**config.mk**
```make
export PLATFORM = sky130hd
export DESIGN_NAME = pmic_irq_enable_status_bank
export DESIGN_NICKNAME = d
export VERILOG_FILES = /design/src/pkg/irq_bank_pkg.sv /design/src/rtl/pmic_irq_enable_status_bank.sv /design/src/rtl/irq_group_bank.sv
export VERILOG_INCLUDE_DIRS = /design/src /design/src/pkg
export SDC_FILE = /design/constraint.sdc
export NUM_CORES = 1
export LEC_CHECK = 0
export BUFFER_PORTS_ARGS = -buffer_cell sky130_fd_sc_hd__buf_2
export CAP_MARGIN = 30
export CORE_UTILIZATION = 50
export DETAILED_ROUTE_END_ITERATION = 8
export PLACE_DENSITY_LB_ADDON = 0.15
export SYNTH_ARGS = -nofsm -noshare
export SYNTH_HDL_FRONTEND = slang
export SYNTH_SLANG_ARGS = --single-unit
```
**constraint.sdc**
```tcl
create_clock -name i_sys_clk -period 6.2 [get_ports i_sys_clk]
set_input_delay 1.24 -clock i_sys_clk [delete_from_list [all_inputs] [get_ports i_sys_clk]]
set_output_delay 1.24 -clock i_sys_clk [all_outputs]
set_load 0.05 [all_outputs]
```
**src/pkg/irq_bank_defines.svh**
```systemverilog
`ifndef IRQ_BANK_DEFINES_SVH
`define IRQ_BANK_DEFINES_SVH

// number of enable/status pairs held here
`define IRQB_GROUPS 4

// enable registers, one per group, consecutive
`define IRQB_OFS_EN_BATTERY_CHARGE 8'h41
`define IRQB_OFS_EN_FAULT_KEY 8'h42
`define IRQB_OFS_EN_SUPPLY_STATE 8'h43
`define IRQB_OFS_EN_TIMER_PIN_EDGES 8'h44

// status registers, one per group, consecutive
`define IRQB_OFS_ST_BATTERY_CHARGE 8'h49
`define IRQB_OFS_ST_FAULT_KEY 8'h4a
`define IRQB_OFS_ST_SUPPLY_STATE 8'h4b
`define IRQB_OFS_ST_TIMER_PIN_EDGES 8'h4c

// reset values of the enable registers
`define IRQB_RST_EN_BATTERY_CHARGE 8'hff
`define IRQB_RST_EN_FAULT_KEY 8'h03
`define IRQB_RST_EN_SUPPLY_STATE 8'h01
`define IRQB_RST_EN_TIMER_PIN_EDGES 8'h00

// reset value of every status register
`define IRQB_RST_STATUS 8'h00

// implemented bit masks; reserved positions are zero
`define IRQB_MASK_BATTERY_CHARGE 8'hff
`define IRQB_MASK_FAULT_KEY 8'hdf
`define IRQB_MASK_SUPPLY_STATE 8'hff
`define IRQB_MASK_TIMER_PIN_EDGES 8'hef

// field positions of the reserved bits
`define IRQB_BIT_FAULT_KEY_RSVD 5
`define IRQB_BIT_TIMER_PIN_RSVD 4

`endif

```
**src/pkg/irq_bank_pkg.sv**
```systemverilog
package irq_bank_pkg;

  // one register access as delivered by the serial front end
  typedef struct packed {
    logic wr;
    logic rd;
    logic [7:0] addr;
    logic [7:0] wdata;
  } reg_req_t;

  // decoded register hit
  typedef struct packed {
    logic is_en;
    logic is_st;
    logic [1:0] grp;
  } reg_hit_t;

  // event lines of the four groups, index 0 is the battery/charge group
  typedef logic [3:0][7:0] evt_bank_t;

endpackage : irq_bank_pkg

```
**src/rtl/pmic_irq_enable_status_bank.sv**
```systemverilog
`timescale 1ns/1ps
`include "irq_bank_defines.svh"

module pmic_irq_enable_status_bank (
  // clock and reset
  input wire logic i_sys_clk,
  input wire logic i_rstn,
  // register access from the serial interface front end
  input wire irq_bank_pkg::reg_req_t i_req,
  output logic [7:0] o_rd_data,
  output logic o_rd_valid,
  // event levels from the analog and pin monitors, asynchronous
  input wire irq_bank_pkg::evt_bank_t i_events,
  // interrupt request, active high
  output logic o_irq
);
  import irq_bank_pkg::*;

  localparam logic [7:0] EN_RST [4] = '{`IRQB_RST_EN_BATTERY_CHARGE, `IRQB_RST_EN_FAULT_KEY,
                                        `IRQB_RST_EN_SUPPLY_STATE, `IRQB_RST_EN_TIMER_PIN_EDGES};
  localparam logic [7:0] MASKS [4] = '{`IRQB_MASK_BATTERY_CHARGE, `IRQB_MASK_FAULT_KEY,
                                       `IRQB_MASK_SUPPLY_STATE, `IRQB_MASK_TIMER_PIN_EDGES};

  logic rst_meta_q;
  logic rst_n_q;
  evt_bank_t evt_meta_q;
  evt_bank_t evt_sync_q;
  evt_bank_t evt_prev_q;
  evt_bank_t evt_rise;
  logic [7:0] en_q [4];
  logic [7:0] st_q [4];
  logic [3:0] en_wr;
  logic [3:0] st_wr;
  logic [3:0] grp_pend;
  reg_hit_t hit;
  logic [7:0] rd_data_q;
  logic rd_valid_q;
  logic irq_q;

  // map an address onto an enable or status register of one group
  function automatic reg_hit_t decode(input logic [7:0] addr);
    logic [7:0] en_ofs;
    logic [7:0] st_ofs;
    reg_hit_t h;
    en_ofs = addr - `IRQB_OFS_EN_BATTERY_CHARGE;
    st_ofs = addr - `IRQB_OFS_ST_BATTERY_CHARGE;
    h.is_en = (en_ofs < 8'h04);
    h.is_st = (st_ofs < 8'h04);
    h.grp = h.is_en ? en_ofs[1:0] : st_ofs[1:0];
    return h;
  endfunction : decode

  // reset release through two flops; assertion stays asynchronous
  always_ff @(posedge i_sys_clk or negedge i_rstn) begin
    if (!i_rstn) begin
      rst_meta_q <= 1'b0;
      rst_n_q <= 1'b0;
    end else begin
      rst_meta_q <= 1'b1;
      rst_n_q <= rst_meta_q;
    end
  end

  // two-flop synchroniser on all event lines; first stage read only by second
  always_ff @(posedge i_sys_clk or negedge rst_n_q) begin
    if (!rst_n_q) begin
      evt_meta_q <= '0;
      evt_sync_q <= '0;
    end else begin
      evt_meta_q <= i_events;
      evt_sync_q <= evt_meta_q;
    end
  end

  // previous level for edge detection; a level held high sets its flag once only
  always_ff @(posedge i_sys_clk or negedge rst_n_q) begin
    if (!rst_n_q) begin
      evt_prev_q <= '0;
    end else begin
      evt_prev_q <= evt_sync_q;
    end
  end

  assign evt_rise = evt_sync_q & ~evt_prev_q;

  // address decode of the incoming access
  assign hit = decode(i_req.addr);

  // write strobes per group
  generate
    for (genvar g = 0; g < `IRQB_GROUPS; g++) begin : g_bank
      assign en_wr[g] = i_req.wr && hit.is_en && (hit.grp == 2'(g));
      assign st_wr[g] = i_req.wr && hit.is_st && (hit.grp == 2'(g));
      assign grp_pend[g] = |(en_q[g] & st_q[g]);

      irq_group_bank #(
        .EN_RESET(EN_RST[g]),
        .BIT_MASK(MASKS[g])
      ) u_bank (
        .i_sys_clk(i_sys_clk),
        .i_rst_n(rst_n_q),
        .i_en_wr(en_wr[g]),
        .i_st_wr(st_wr[g]),
        .i_wdata(i_req.wdata),
        .i_set(evt_rise[g]),
        .o_enable_q(en_q[g]),
        .o_status_q(st_q[g])
      );
    end
  endgenerate

  // registered read data; unmapped addresses read zero
  always_ff @(posedge i_sys_clk or negedge rst_n_q) begin
    if (!rst_n_q) begin
      rd_data_q <= 8'h00;
    end else if (i_req.rd) begin
      if (hit.is_en) begin
        rd_data_q <= en_q[hit.grp];
      end else if (hit.is_st) begin
        rd_data_q <= st_q[hit.grp];
      end else begin
        rd_data_q <= 8'h00;
      end
    end
  end

  // read answer marker, one cycle after the request
  always_ff @(posedge i_sys_clk or negedge rst_n_q) begin
    if (!rst_n_q) begin
      rd_valid_q <= 1'b0;
    end else begin
      rd_valid_q <= i_req.rd;
    end
  end

  // request follows the enabled flags one cycle later, registered to avoid glitches
  always_ff @(posedge i_sys_clk or negedge rst_n_q) begin
    if (!rst_n_q) begin
      irq_q <= 1'b0;
    end else begin
      irq_q <= |grp_pend;
    end
  end

  assign o_rd_data = rd_data_q;
  assign o_rd_valid = rd_valid_q;
  assign o_irq = irq_q;
endmodule : pmic_irq_enable_status_bank

```
**src/rtl/irq_group_bank.sv**
```systemverilog
`timescale 1ns/1ps
`include "irq_bank_defines.svh"

module irq_group_bank #(
  parameter logic [7:0] EN_RESET = 8'h00,
  parameter logic [7:0] BIT_MASK = 8'hff
) (
  // clock and reset
  input wire logic i_sys_clk,
  input wire logic i_rst_n,
  // register writes
  input wire logic i_en_wr,
  input wire logic i_st_wr,
  input wire logic [7:0] i_wdata,
  // event set pulses
  input wire logic [7:0] i_set,
  // register contents
  output logic [7:0] o_enable_q,
  output logic [7:0] o_status_q
);

  logic [7:0] status_d;

  // enable register; reserved bits held at zero so they read back as zero
  always_ff @(posedge i_sys_clk or negedge i_rst_n) begin
    if (!i_rst_n) begin
      o_enable_q <= EN_RESET & BIT_MASK;
    end else if (i_en_wr) begin
      o_enable_q <= i_wdata & BIT_MASK;
    end
  end

  // write-one-to-clear; a set in the clearing cycle survives the clear
  always_comb begin
    status_d = o_status_q;
    if (i_st_wr) begin
      status_d = status_d & ~i_wdata;
    end
    status_d = (status_d | i_set) & BIT_MASK;
  end

  // status register, sticky until cleared
  always_ff @(posedge i_sys_clk or negedge i_rst_n) begin
    if (!i_rst_n) begin
      o_status_q <= `IRQB_RST_STATUS;
    end else begin
      o_status_q <= status_d;
    end
  end

endmodule : irq_group_bank

```
-- Word-level counts from Yosys, hierarchy flattened
Cells that the tools add are included.
- add/subtract/negate cells: 2
- $lt $le $gt $ge: 3
- equality and inequality tests: 3
- muxes and demuxes: 13
- bitwise operators: 16
- reduce and logical (&&, ||, !) cells: 12
- operators with widths (operator ; number):
    8-bit two-way mux ; 10
    8-bit bitwise AND ; 8
    32-bit bitwise AND ; 1
    8-bit binary-select mux with 2-bit select ; 2
    32-bit inverter ; 1
    8-bit OR ; 4
    32-bit OR reduction ; 1
    8-bit by 3-bit less-than comparator with 1-bit output (second input constant) ; 2
    8-bit by 7-bit subtractor with 8-bit output (second input constant) ; 2
    1-bit logical AND ; 10
    8-bit inverter ; 1
    2-bit equality test (second input constant) ; 2
    3-bit >= comparator (second input constant) ; 1
    2-bit inverter with 3-bit output ; 1
    2-bit by 1-bit equality test with 1-bit output (second input constant) ; 1
    2-bit logical NOT ; 1
    2-bit two-way mux ; 1
- bits in registers: 168
- input bits: 52
- output and inout port bits: 10
- word-level logic and storage cells: 74

-- Longest topological paths before layout
Gate-level depths: netlist (run 1).
- depth after elaboration: 9
- mapped depth: 10
- depth with buffers taken out: 6

-- Cells and area by module
A second synthesis (run 1) with hierarchy kept.
- cell total of the unflattened synthesis: 424
- area total of the unflattened synthesis: 6388.6 um^2
- modules (own cells, without submodules) (module ; times used ; cells an instance ; area an instance (um^2)):
    pmic_irq_enable_status_bank ; 1 ; 262 ; 3992.6
    irq_group_bank (g_bank[0].u_bank) ; 1 ; 42 ; 636.9
    irq_group_bank (g_bank[2].u_bank) ; 1 ; 42 ; 628.1
    irq_group_bank (g_bank[1].u_bank) ; 1 ; 39 ; 566.8
    irq_group_bank (g_bank[3].u_bank) ; 1 ; 39 ; 564.3

-- Worst setup path before layout (run 1)
Ideal clock, no wire load.
- path type: input -> register
- start: input port i_req[8] (netlist bit)
- end: register rd_data_q[5], in the netlist o_rd_data[5]
- arrival time: 3.403 ns
- required time: 6.074 ns
- setup slack: 2.671 ns
- stages on the path: 10
- cells stage by stage: buf_4 -> buf_1 -> inv_1 -> ha_1 -> buf_2 -> buf_2 -> mux2_2 -> a22oi_1 -> nor3_1 -> a221o_1
- word-level cells in the longest chain between the ends: 9
- elaborated cells on any way between the ends: 14
- RTL lines (item ; RTL line ; RTL):
    from (decl) ; pmic_irq_enable_status_bank.sv:9 ; input wire irq_bank_pkg::reg_req_t i_req,
    8-bit by 7-bit subtractor with 8-bit output (no source line) ; -- ;
    8-bit by 3-bit less-than comparator with 1-bit output ; pmic_irq_enable_status_bank.sv:47 ; h.is_en = (en_ofs < 8'h04);
    2-bit two-way mux ; pmic_irq_enable_status_bank.sv:49 ; h.grp = h.is_en ? en_ofs[1:0] : st_ofs[1:0];
    2-bit inverter with 3-bit output (not written as such) ; pmic_irq_enable_status_bank.sv:118, pmic_irq_enable_status_bank.sv:120 ;
    8-bit binary-select mux with 2-bit select ; pmic_irq_enable_status_bank.sv:120 ; rd_data_q <= st_q[hit.grp];
    8-bit two-way mux (not written as such) (2 in series) ; pmic_irq_enable_status_bank.sv:120 ;
    8-bit two-way mux ; pmic_irq_enable_status_bank.sv:119 ; end else if (hit.is_st) begin
    8-bit two-way mux (*) ; pmic_irq_enable_status_bank.sv:117 ; if (hit.is_en) begin
    to (signal assigned) ; pmic_irq_enable_status_bank.sv:118 ; rd_data_q <= en_q[hit.grp];
    to (signal assigned) ; pmic_irq_enable_status_bank.sv:120 ;
    to (decl) ; pmic_irq_enable_status_bank.sv:36 ; logic [7:0] rd_data_q;
Mark *: on every way between the ends. The rest lies on a longest branch, timed or not. The select of a mux whose other input is x is not followed.
A chain may end at the register's enable or synchronous reset.

-- Worst setup path after layout (run 1)
- start: input port i_req[8] (netlist bit)
- end: register rd_data_q[6], in the netlist o_rd_data[6]
The elaborated chain is that of the path after synthesis.

==> summary.txt, run 1 <==
Worst setup path
  • Critical path start-end classification: input pin to register
  • Nature of the critical path startpoint: input pin
  • Highest net fanout along the worst path: 20
  • Arrival time worst endpoint: 4.06 ns
  • Nature of the critical path endpoint: register
  • FF-to-FF Start: rst_n_q$_DFF_PN0_
  • Crit path required time: around 6.6 ns
  • Crit path launch: i_req[8]

CTS
  • Sink Count: 162
  • Count of hold buffers inserted by post-cts repair: 0
  • Largest buffer count on any clock path: 2
  • H-tree level count: 4
  • Post-CTS setup buffers: 0
  • Clock slew at the register clock pins of the worst setup and hold paths: about 0.06 ns
  • Clock latency of the later-clocked register in the worst-skew pair: roughly 0.42 ns
  • Clk root buf: clkbuf_16
  • CTS tree: built
  • Number of instances resized during post-cts repair: 0
  • CTS buffer count: 17

Floorplanning
  • Die height: 110.5 microns
  • Area of the core: between 10000 and 15000 sq um
  • DIE AREA: approximately 12000 sq um
  • Floorplan die width: 110.5 microns
  • Cell Rows: 39
  • Starting density of the core: about half
  • Number of top-level pins: just over 60

Global route
  • Pin count of the biggest net entering global routing: 73
  • First-pass GRT wire length: 20200 microns
  • All-layer global routing usage: between 20% and 30%
  • Total congestion overflow: 0
  • Initial antenna violation count: 0
  • Number of global-route vias before repair: about 3700

Timing
  • Hold violation count in the final report: 0
  • Worst Clk Skew: 0.005170 ns
  • Max-slew violation count: 0
  • Period utilization: about three fifths
  • Hold slack: between 0.3 and 0.4 ns
  • Slew at the pin closest to its max-slew limit: between 0.8 and 0.9 ns
  • Unrepaired setup endpoints after global routing: no
  • Setup violation total in the final timing report: 0
  • Max-slew headroom: about two fifths
  • Total negative setup slack: 0 ns
  • Post-layout minimum cycle time: approximately 3.7 ns
  • Maximum clock rate: 269.8 MHz

Flow run
  • Max capacitance violation total: 0

Synthesis
  • Async SR Flop Fraction: 100.0%
  • Top FF cell, synth: dfrtp_1
  • Synthesis Warnings: 0
  • Multiplexer fraction of the synthesized cell area: approximately 11%
  • Number of register bits inferred by synthesis: ~160
  • Average instance area after synthesis: roughly 15 sq um
  • Synth Net Count: 450
  • Synth Instances: roughly 390
  • Share of synthesized cell area in full adder, half adder and majority cells: 0.8507%
  • Area share of xor/xnor cells in the synthesized design: less than 1%
  • Netlist area before placement: 5883 sq um
  • Fraction of the mapped netlist area in simple logic gates: between 6 and 7%
  • Sequential cell area fraction in the yosys report: between 60% and 70%
  • Distinct cell type count of the synthesized netlist: 37
  • Complex-gate fraction of the synthesized area: 9.230%
  • Number of enable flip-flop cells after synthesis: 0
  • Dominant combinational cell family by area after synthesis: multiplexers

Placed design
  • Placement Cell Area: 6339 sq um
  • Final weighted congestion in routability-driven placement: approximately 0.82
  • Post-DP HPWL: around 7900 microns
  • Number of buffers added on ports: just under 60

Power
  • Net switching component of the power: between 0.0005 and 0.0006 W
  • Share of total power consumed by net switching: between 20 and 25%
  • Leakage component of the power: approximately 3.2 nW
  • Power density cells: approximately 330 nW/um^2
  • Relative contribution of sequential cells to total power: 49.7%
  • Clock share of power: 44.3%
  • Part of the total power dissipated in combinational logic: 5.9%
  • Cell Int Power: about 0.0018 W
  • Maximum vdd drop: roughly 0.25 mV

Detailed routing
  • Drc violations: 0
  • Vias post-DR: ~3600
  • Number of design-rule violations left by the first detailed-router iteration: around 220
  • Sum of routed wire length over all layers: roughly 12000 microns
  • Wire length per cell: approximately 20 microns
  • Post-route ant nets: 0
  • Vias per cell: between 5 and 6
  • Number of search-and-repair iterations in the first detailed-routing pass: 7

Cells and area
  • Share of cells above drive strength 1: roughly 33%
  • Multi-input combinational cell area: between 1500 and 2000 sq um
  • Sequential cell area: just over 4000 sq um
  • Finished layout cell area: between 6000 and 7000 sq um
  • Antenna diode count: 0
  • Fin nets: 522
  • Area Growth Syn to Fin: 17.84%
  • FILL cells: 930

Hold path
  • Path class of the lowest-slack min-delay path: register to async pin

Run status
  • Status: complete, no violations
final timing paths:
check	slack, ns	cells after the start	end
worst max-delay path	2.49	7	o_rd_data[6]$_DFFE_PN0P_
worst min-delay path	0.32	0	evt_prev_q[10]$_DFF_PN0_
worst max register to register	4.57	1	evt_prev_q[4]$_DFF_PN0_
worst min register to register	0.32	0	evt_prev_q[10]$_DFF_PN0_
max in group asynchronous	4.57	1	evt_prev_q[4]$_DFF_PN0_
min in group i_sys_clk	0.35	0	evt_sync_q[6]$_DFF_PN0_
logic make-up (layout without fill, tap and decap cells):
group	count (synthesis)	count (layout)
flip-flops	162	162
AO/OA/AOI/OAI	70	70
AND/OR/NAND/NOR	63	63
buffers and inverters	48	133
multiplexers	45	45
adder cells (fa/ha/maj)	4	4
other	1	1
XOR/XNOR	1	1
worst max-delay path, stage by stage:
cell and delay (ns):
buf_2 0.49, inv_1 0.23, ha_1 0.29, xnor2_1 0.51, nand4_2 0.44, nor2_2 0.60
a221o_1 0.24
through the flow:
step	util, %	power, W	instances	setup WS, ns
floorplan	-	0.001230	394	1.371
global placement	55.42	0.001281	588	2.159
detailed placement	55.51	0.001287	589	2.045
CTS	60.59	0.002300	621	2.494
global route	60.72	0.002363	622	2.286
finish	60.72	0.002278	622	2.493
synth_stat cells (all sizes together), types with 5 or more instances:
cell type,count,area [sq um]
dfrtp,151,3779
inv,37,138.9
mux2,29,337.8
a22o,27,236.5
nand3,22,115.1
o21ai,16,80.08
a22oi,12,90.09
mux4,12,270.3
dfstp,11,289.0
nand2,10,37.54
buf,9,46.29
a221o,8,80.08
nor2,8,40.03
nor3b,6,45.04
nand4,5,37.53
sequential cells by signal, summed over array words and instances (netlist names), 8 cells and up:
name	cells
evt_sync_q	30
g_bank.u_bank.o_enable_q	30
evt_prev_q	30
evt_meta_q	30
g_bank.u_bank.o_status_q	30
o_rd_data	8
layout by cell type, fill, tap and decap left out, drive strengths merged:
cell | netlist | routed
mux4 | 12 | 12
buf | 9 | 63
nor3b | 6 | 6
xnor2 | 1 | 1
nor2b | 3 | 3
and3 | 3 | 3
clkbuf | 2 | 19
conb | 1 | 1
or2 | 1 | 1
nor4bb | 1 | 1
ha | 4 | 4
mux2i | 4 | 4
a22o | 27 | 27
nand2 | 10 | 10
nand3 | 22 | 22
dfrtp | 151 | 151
a221o | 8 | 8
mux2 | 29 | 29
inv | 37 | 38
o21ai | 16 | 16
a22oi | 12 | 12
clkinv | 0 | 6
dfstp | 11 | 11
a221oi | 3 | 3
clkinvlp | 0 | 4
clkdlybuf4s18 | 0 | 1
nor2 | 8 | 8
nor3 | 3 | 3
o31ai | 4 | 4
nand4 | 5 | 5
and4 | 1 | 1
bufinv | 0 | 2
area by class of cell:
class                      instances  area share [%]
clock buffer                      19           6.389
clock inverter                    13           1.967
inverter                          37           2.003
multi-input combinational        184           23.39
sequential                       162           58.73
tap                              143           2.581
timing repair buffer              64           4.945
power groups by stage:
stage	logic [W]	registers (W)	clock network (W)
floorplan	0.0000621	0.00117	0
global placement	0.000131	0.00115	0
detailed placement	0.000135	0.00115	0
CTS	0.000135	0.00113	0.00103
global route	0.000149	0.00114	0.00107
finish	0.000135	0.00113	0.00101
per-layer routing:
layer | up-vias | part of all wire (%) | global-route usage, %
met4 | 0 | 3.4 | 12.09
met1 | 1828 | 43 | 30.60
met2 | 125 | 47 | 32.30
met5 | - | 0 | 0
met3 | 40 | 6.1 | 6.531
li1 | 1564 | - | -
Note: power is estimated with default switching activity, not from simulation.
==> run 2: changes to the inputs <==
- clock period: 6.2 -> 3.4 ns (I/O delays scaled with it)
==> run 2 against run 1 <==
  * Sequential cell count stayed put
  * Register-to-register slack worse by 2.6 ns
  * Sequential power up 83%
  * Count of clock-buffer cells in the layout rose by 1
  * Combinational power up 79%
  * Clock power rose by 110%
  * Critical endpoint unchanged
  * Via count down 0.84%
==> summary.txt, run 2 (same netlist as run 1, synthesis figures left out) <==
Floorplanning
  • DIE AREA: 12200 sq um (unchanged)
  • Die height: 110.5 microns (unchanged)
  • Starting density of the core: 51.52% (unchanged)
  • Cell Rows: 39 (unchanged)
  • Floorplan die width: 110.5 microns (unchanged)
  • Area of the core: 11420 sq um (unchanged)
  • Number of top-level pins: 62 (unchanged)

Cells and area
  • Area Growth Syn to Fin: 19.99%
  • Most frequent standard cell in the layout excluding fill and tap cells: dfrtp_1
  • Commonest cells after routing, fill and taps aside: dfrtp_1 (150), buf_2 (59), inv_1 (37)
  • Share of cells above drive strength 1: 32.64% (+0.072 points)
  • FILL cells: 922 (-0.86%)
  • Fin nets: 524 (+0.38%)
  • Antenna diode count: 0 (unchanged)

Global route
  • Total congestion overflow: 0 (unchanged)
  • Initial antenna violation count: 0 (unchanged)
  • Pin count of the biggest net entering global routing: 72 (-1.4%)
  • First-pass GRT wire length: 19430 microns (-3.8%)
  • All-layer global routing usage: 21.77% (-0.56 points)
  • Number of global-route vias before repair: 3547 (-4.5%)

Worst setup path
  • Highest net fanout along the worst path: 9 (-55%)
  • Nature of the critical path startpoint: input pin
  • Nature of the critical path endpoint: register
  • Cells on worst reg2reg path: 3 (+2)
  • Arrival time worst endpoint: 2.94 ns (-1.12 ns)
  • Crit path required time: 3.76 ns (-2.80 ns)
  • FF-to-FF Start: g_bank[3].u_bank.o_enable_q[6]$_DFFE_PN0P_
  • Critical path start-end classification: input pin to register
  • Worst reg2reg path endpoint: o_rd_data[6]$_DFFE_PN0P_
  • Register-to-register setup slack: 1.97 ns (-2.60 ns)

Placed design
  • Number of buffers added on ports: 59 (unchanged)
  • Post-DP HPWL: 8033 microns (+1.8%)
  • Worst slack after detailed placement: 0.4737 ns (-1.572 ns)
  • Final weighted congestion in routability-driven placement: 0.8274 (+1.3%)

Timing
  • Unrepaired setup endpoints after global routing: no
  • Hold violation count in the final report: 0 (unchanged)
  • Total negative setup slack: 0 ns (unchanged)
  • Max-slew headroom: 39.42% (-1.2 points)
  • Setup violation total in the final timing report: 0 (unchanged)
  • Worst Clk Skew: 0.006002 ns (+0.0008324 ns)
  • Max-slew violation count: 0 (unchanged)
  • Hold slack: 0.02945 ns (-0.2915 ns)
  • Post-layout minimum cycle time: approximately 2.6 ns
  • Slew at the pin closest to its max-slew limit: 0.9087 ns (+0.01728 ns)
  • Maximum clock rate: between 300 and 400 MHz
  • Period utilization: 75.95%
  • Worst Slack Setup Final: 0.8178 ns (-1.675 ns)

CTS
  • Clock latency of the later-clocked register in the worst-skew pair: 0.42 ns (about the same)
  • Sink Count: 162 (unchanged)
  • H-tree level count: 4 (unchanged)
  • Count of hold buffers inserted by post-cts repair: 0 (unchanged)
  • Clk root buf: clkbuf_16
  • CTS tree: built
  • Clock slew at the register clock pins of the worst setup and hold paths: 0.06 ns (about the same)
  • Number of instances resized during post-cts repair: 0 (unchanged)
  • Post-CTS setup buffers: 0 (unchanged)
  • Largest buffer count on any clock path: 2 (unchanged)
  • CTS buffer count: 17 (unchanged)

Flow run
  • Max capacitance violation total: 0 (unchanged)

Detailed routing
  • Vias per cell: 5.652 (-1.2%)
  • Number of search-and-repair iterations in the first detailed-routing pass: 4 (-3)
  • Number of design-rule violations left by the first detailed-router iteration: 310 (+40%)
  • Post-route ant nets: 0 (unchanged)
  • Drc violations: 0 (unchanged)
  • Vias post-DR: 3527 (-0.84%)
  • Wire length per cell: 19.71 microns (-0.55%)
  • Sum of routed wire length over all layers: 12300 microns (-0.23%)

Power
  • Leakage component of the power: 3.248 nW (+1.8%)
  • Relative contribution of sequential cells to total power: 46.4% (-3.3 points)
  • Maximum vdd drop: 0.4689 mV (+90%)
  • Power density cells: 632.7 nW/um^2 (+93%)
  • Share of total power consumed by net switching: 21.26% (-1.5 points)
  • Part of the total power dissipated in combinational logic: 5.4% (-0.5 points)
  • Post-route total power: 0.004466 W (+96%)
  • Net switching component of the power: 0.0009495 W (+83%)
  • Clock share of power: 48.2% (+3.9 points)
  • Cell Int Power: 0.003517 W (+100%)

Hold path
  • Path class of the lowest-slack min-delay path: input pin to async pin

Run status
  • Status: complete, no violations
-- run 2: power by group through the flow --
stage          registers [W]  logic [W]  clock network [W]
6_report             0.00207   0.000242            0.00215
5_1_grt              0.00208   0.000263            0.00227
4_1_cts              0.00207   0.000245            0.00219
3_5_place_dp         0.00211   0.000243                  0
3_3_place_gp         0.00210   0.000240                  0
2_1_floorplan        0.00213   0.000113                  0
-- run 2: routing by layer --
| metal | track usage, % | part of all wire [%] | up-vias |
|---|---|---|---|
| met5 | 0 | 0 | - |
| met4 | 10.22 | 2.2 | 0 |
| met3 | 5.818 | 5.6 | 21 |
| met2 | 32.42 | 48 | 107 |
| met1 | 30.02 | 44 | 1836 |
| li1 | - | - | 1563 |
-- run 2: layout make-up --
cell class / count / area (sq um) / share of cell area (%)
sequential: 162 / 4071 / 57.67
multi-input combinational: 184 / 1622 / 22.97
clock buffer: 20 / 446.7 / 6.328
timing repair buffer: 66 / 372.9 / 5.282
clock inverter: 12 / 229.0 / 3.244
tap: 143 / 178.9 / 2.535
inverter: 37 / 138.9 / 1.967
-- run 2: worst max-delay path by stage --
stage                                                       endpoint  cells after the start      from  slack, ns
after global placement    g_bank[1].u_bank.o_enable_q[3]$_DFFE_PN0P_                      7  i_req[9]       0.53
after floorplan                             o_rd_data[5]$_DFFE_PN0P_                     10  i_req[8]       0.43
after global routing                        o_rd_data[3]$_DFFE_PN0P_                      7  i_req[9]       0.72
after CTS                                   o_rd_data[6]$_DFFE_PN0P_                      7  i_req[9]       0.91
final                                       o_rd_data[6]$_DFFE_PN0P_                      7  i_req[9]       0.82
after detailed placement                    o_rd_data[6]$_DFFE_PN0P_                      7  i_req[9]       0.47
-- run 2: critical path: stages --
cell,delay (ns)
buf_2,0.15
inv_1,0.08
ha_1,0.21
xnor2_1,0.53
nand4_2,0.45
nor2_2,0.59
a221o_1,0.25
-- run 2: metrics by stage --
step | std cells | utilization (%) | cell area [sq um]
floorplan | 394 | - | 5884
CTS | 624 | 61.82 | 7059
global placement | 592 | 55.91 | 6384
global route | 624 | 61.82 | 7059
detailed placement | 592 | 55.91 | 6384
finish | 624 | 61.82 | 7059
==> run 3: changes to the inputs <==
- clock period: 3.4 -> 2.45 ns (I/O delays scaled with it)
==> run 3 against run 2 <==
  * First-iteration DRC count decreased by 16%
  * Via count rose by 0.31%
  * Clock skew up 0.0060 ns
  * Critical path depth unchanged
  * Sequential power increased by 38%
  * Largest cell class unchanged
  * Cell count increased by 1.6%
  * Sequential cell count stayed put
  * Total power up 30%
  * Wire length shrank 0.70%
  * Largest power group is now sequential cells
  * Count of clock-buffer cells in the layout is 2 lower
  * Worst hold slack better by 0.13 ns
==> summary.txt, run 3 (same netlist as run 1, synthesis figures left out) <==
Placed design
  • Number of buffers added on ports: 59 (unchanged)
  • Total placed cells including tap cells: 602 (+1.7%)
  • Post-DP HPWL: 8209 microns (+2.2%)
  • Final weighted congestion in routability-driven placement: 0.8535 (+3.2%)

Global route
  • All-layer global routing usage: 22.09% (+0.32 points)
  • Total congestion overflow: 0 (unchanged)
  • Number of global-route vias before repair: 3533 (-0.39%)
  • Met2 usage in global routing: 31.80% (-0.62 points)
  • Pin count of the biggest net entering global routing: 112 (+56%)
  • Initial antenna violation count: 0 (unchanged)
  • Global routing met1 resource utilization: 31.42% (+1.4 points)
  • Busiest metal layer after global routing: met2
  • Met3 GRT Util: 6.147% (+0.33 points)
  • First-pass GRT wire length: 19800 microns (+1.9%)

CTS
  • CTS tree: built
  • Clk root buf: clkbuf_16
  • Clock latency of the later-clocked register in the worst-skew pair: 0.43 ns (about the same)
  • Clock slew at the register clock pins of the worst setup and hold paths: 0.07 ns (about the same)
  • Sink Count: 162 (unchanged)
  • Number of instances resized during post-cts repair: 0 (unchanged)
  • Count of hold buffers inserted by post-cts repair: 1 (+1)
  • CTS buffer count: 17 (unchanged)
  • Post-CTS setup buffers: 0 (unchanged)
  • H-tree level count: 4 (unchanged)
  • Largest buffer count on any clock path: 2 (unchanged)

Worst setup path
  • FF-to-FF Start: g_bank[3].u_bank.o_enable_q[6]$_DFFE_PN0P_
  • Category of cells accounting for the largest share of critical-path delay: simple AND/OR/NAND/NOR gates
  • Highest net fanout along the worst path: 8 (-1)
  • Delay of the slowest cell on the worst path: 0.51 ns (-0.08 ns)
  • Nature of the critical path startpoint: input pin
  • Cell breakdown of the critical path: buf_2, inv_1, ha_1, xnor2_2, nand3_1, nor2_2, mux2_2
  • Buffers and inverters on the worst path: 2 (unchanged)
  • Crit path required time: 2.75 ns (-1.01 ns)
  • Arrival time worst endpoint: 2.37 ns (-0.57 ns)
  • Critical path start-end classification: input pin to register
  • Slowest CP cell: nor2_2
  • Register-to-register setup slack: 1.07 ns (-0.90 ns)
  • Nature of the critical path endpoint: register
  • Crit path launch: i_req[8]

Detailed routing
  • Vias per cell: 5.580 (-1.3%)
  • Drc violations: 0 (unchanged)
  • Sum of routed wire length over all layers: 12210 microns (-0.70%)
  • Post-route ant nets: 0 (unchanged)
  • Number of search-and-repair iterations in the first detailed-routing pass: 4 (unchanged)
  • Wire length per cell: 19.26 microns (-2.3%)
  • Number of design-rule violations left by the first detailed-router iteration: 259 (-16%)
  • Vias post-DR: 3538 (+0.31%)

Timing
  • Total negative setup slack: 0 ns (unchanged)
  • Setup violation total in the final timing report: 0 (unchanged)
  • Maximum clock rate: 482.9 MHz
  • Unrepaired setup endpoints after global routing: no
  • Period utilization: 84.53%
  • Slew at the pin closest to its max-slew limit: 0.6598 ns (-0.2489 ns)
  • Max-slew headroom: 55.96% (+17 points)
  • Post-layout minimum cycle time: ~2.1 ns
  • Max-slew violation count: 0 (unchanged)
  • Hold violation count in the final report: 0 (unchanged)
  • Worst Clk Skew: 0.01204 ns (+0.006036 ns)

Floorplanning
  • Cell Rows: 39 (unchanged)
  • Area of the core: 11420 sq um (unchanged)
  • Floorplan die width: 110.5 microns (unchanged)
  • Starting density of the core: 51.52% (unchanged)
  • Die height: 110.5 microns (unchanged)
  • DIE AREA: 12200 sq um (unchanged)
  • Number of top-level pins: 62 (unchanged)

Hold path
  • Worst hold path startpoint: i_events[10]
  • Path class of the lowest-slack min-delay path: input pin to register

Cells and area
  • Fin nets: 535 (+2.1%)
  • Commonest cells after routing, fill and taps aside: dfrtp_1 (150), buf_2 (59), inv_1 (37)
  • Most frequent standard cell in the layout excluding fill and tap cells: dfrtp_1
  • Cell Count, Final, Fillers Out: 634 (+1.6%)
  • Share of cells above drive strength 1: 34.22% (+1.6 points)
  • Antenna diode count: 0 (unchanged)
  • Area Growth Syn to Fin: 20.12%

Power
  • Clock share of power: 44.5% (-3.7 points)
  • Part of the total power dissipated in combinational logic: 6.4% (+1.0 points)
  • Net switching component of the power: 0.001352 W (+42%)
  • Leakage component of the power: 3.273 nW (+0.79%)
  • Maximum vdd drop: 0.7694 mV (+64%)
  • Post-route total power: 0.005816 W (+30%)
  • Share of total power consumed by net switching: 23.25% (+2.0 points)
  • Power density cells: 823.0 nW/um^2 (+30%)
  • Relative contribution of sequential cells to total power: 49.1% (+2.7 points)
  • Cell Int Power: 0.004464 W (+27%)

Flow run
  • Max capacitance violation total: 0 (unchanged)

Run status
  • Status: complete, no violations
[run 3: cell types whose count changed in the layout (fill, tap and decap cells not counted), moves of 2 or more]
cell / change
buf_4: +9
clkinv_2: +2
bufinv_16: -4
inv_6: +4
[run 3: final timing paths]
kind	cells after the start	endpoint
min reg2reg	0	evt_sync_q[21]$_DFF_PN0_
max	7	g_bank[2].u_bank.o_enable_q[4]$_DFFE_PN0P_
min	1	evt_meta_q[10]$_DFF_PN0_
min in group asynchronous	1	evt_sync_q[16]$_DFF_PN0_
max in group asynchronous	1	evt_sync_q[4]$_DFF_PN0_
max reg2reg	3	o_rd_data[6]$_DFFE_PN0P_
[run 3: final cells by class]
cell class / count / area [sq um]
Clock buffer: 18 / 429.2
Sequential cell: 162 / 4071
Inverter: 37 / 138.9
Multi-Input combinational cell: 184 / 1629
Clock inverter: 13 / 148.9
Timing Repair Buffer: 77 / 470.5
Fill cell: 888 / 4352
Tap cell: 143 / 178.9
[run 3: layer usage]
layer / part of all wire, % / vias up
met4: 2.6 / 0
met3: 5.4 / 23
met5: 0 / -
li1: - / 1588
met2: 47 / 102
met1: 45 / 1825
[run 3: power by group through the flow]
stage,sequential [W],combinational [W],clock (W)
detailed placement,0.00290,0.000376,0
global route,0.00287,0.000410,0.00276
finish,0.00285,0.000373,0.00259
CTS,0.00286,0.000378,0.00265
floorplan,0.00295,0.000161,0
global placement,0.00290,0.000370,0
[run 3: stage by stage]
| step | worst slack [ns] | hold slack (ns) | area (sq um) | utilization, % |
|---|---|---|---|---|
| 2_1_floorplan | 0.01707 | 0.1944 | 5903 | - |
| 3_3_place_gp | 0.04633 | 0.2760 | 6479 | 56.74 |
| 3_5_place_dp | -0.06535 | 0.2804 | 6479 | 56.74 |
| 4_1_cts | 0.3809 | 0.1475 | 7067 | 61.89 |
| 5_1_grt | 0.2322 | 0.1398 | 7067 | 61.89 |
| 6_report | 0.3790 | 0.1578 | 7067 | 61.89 |
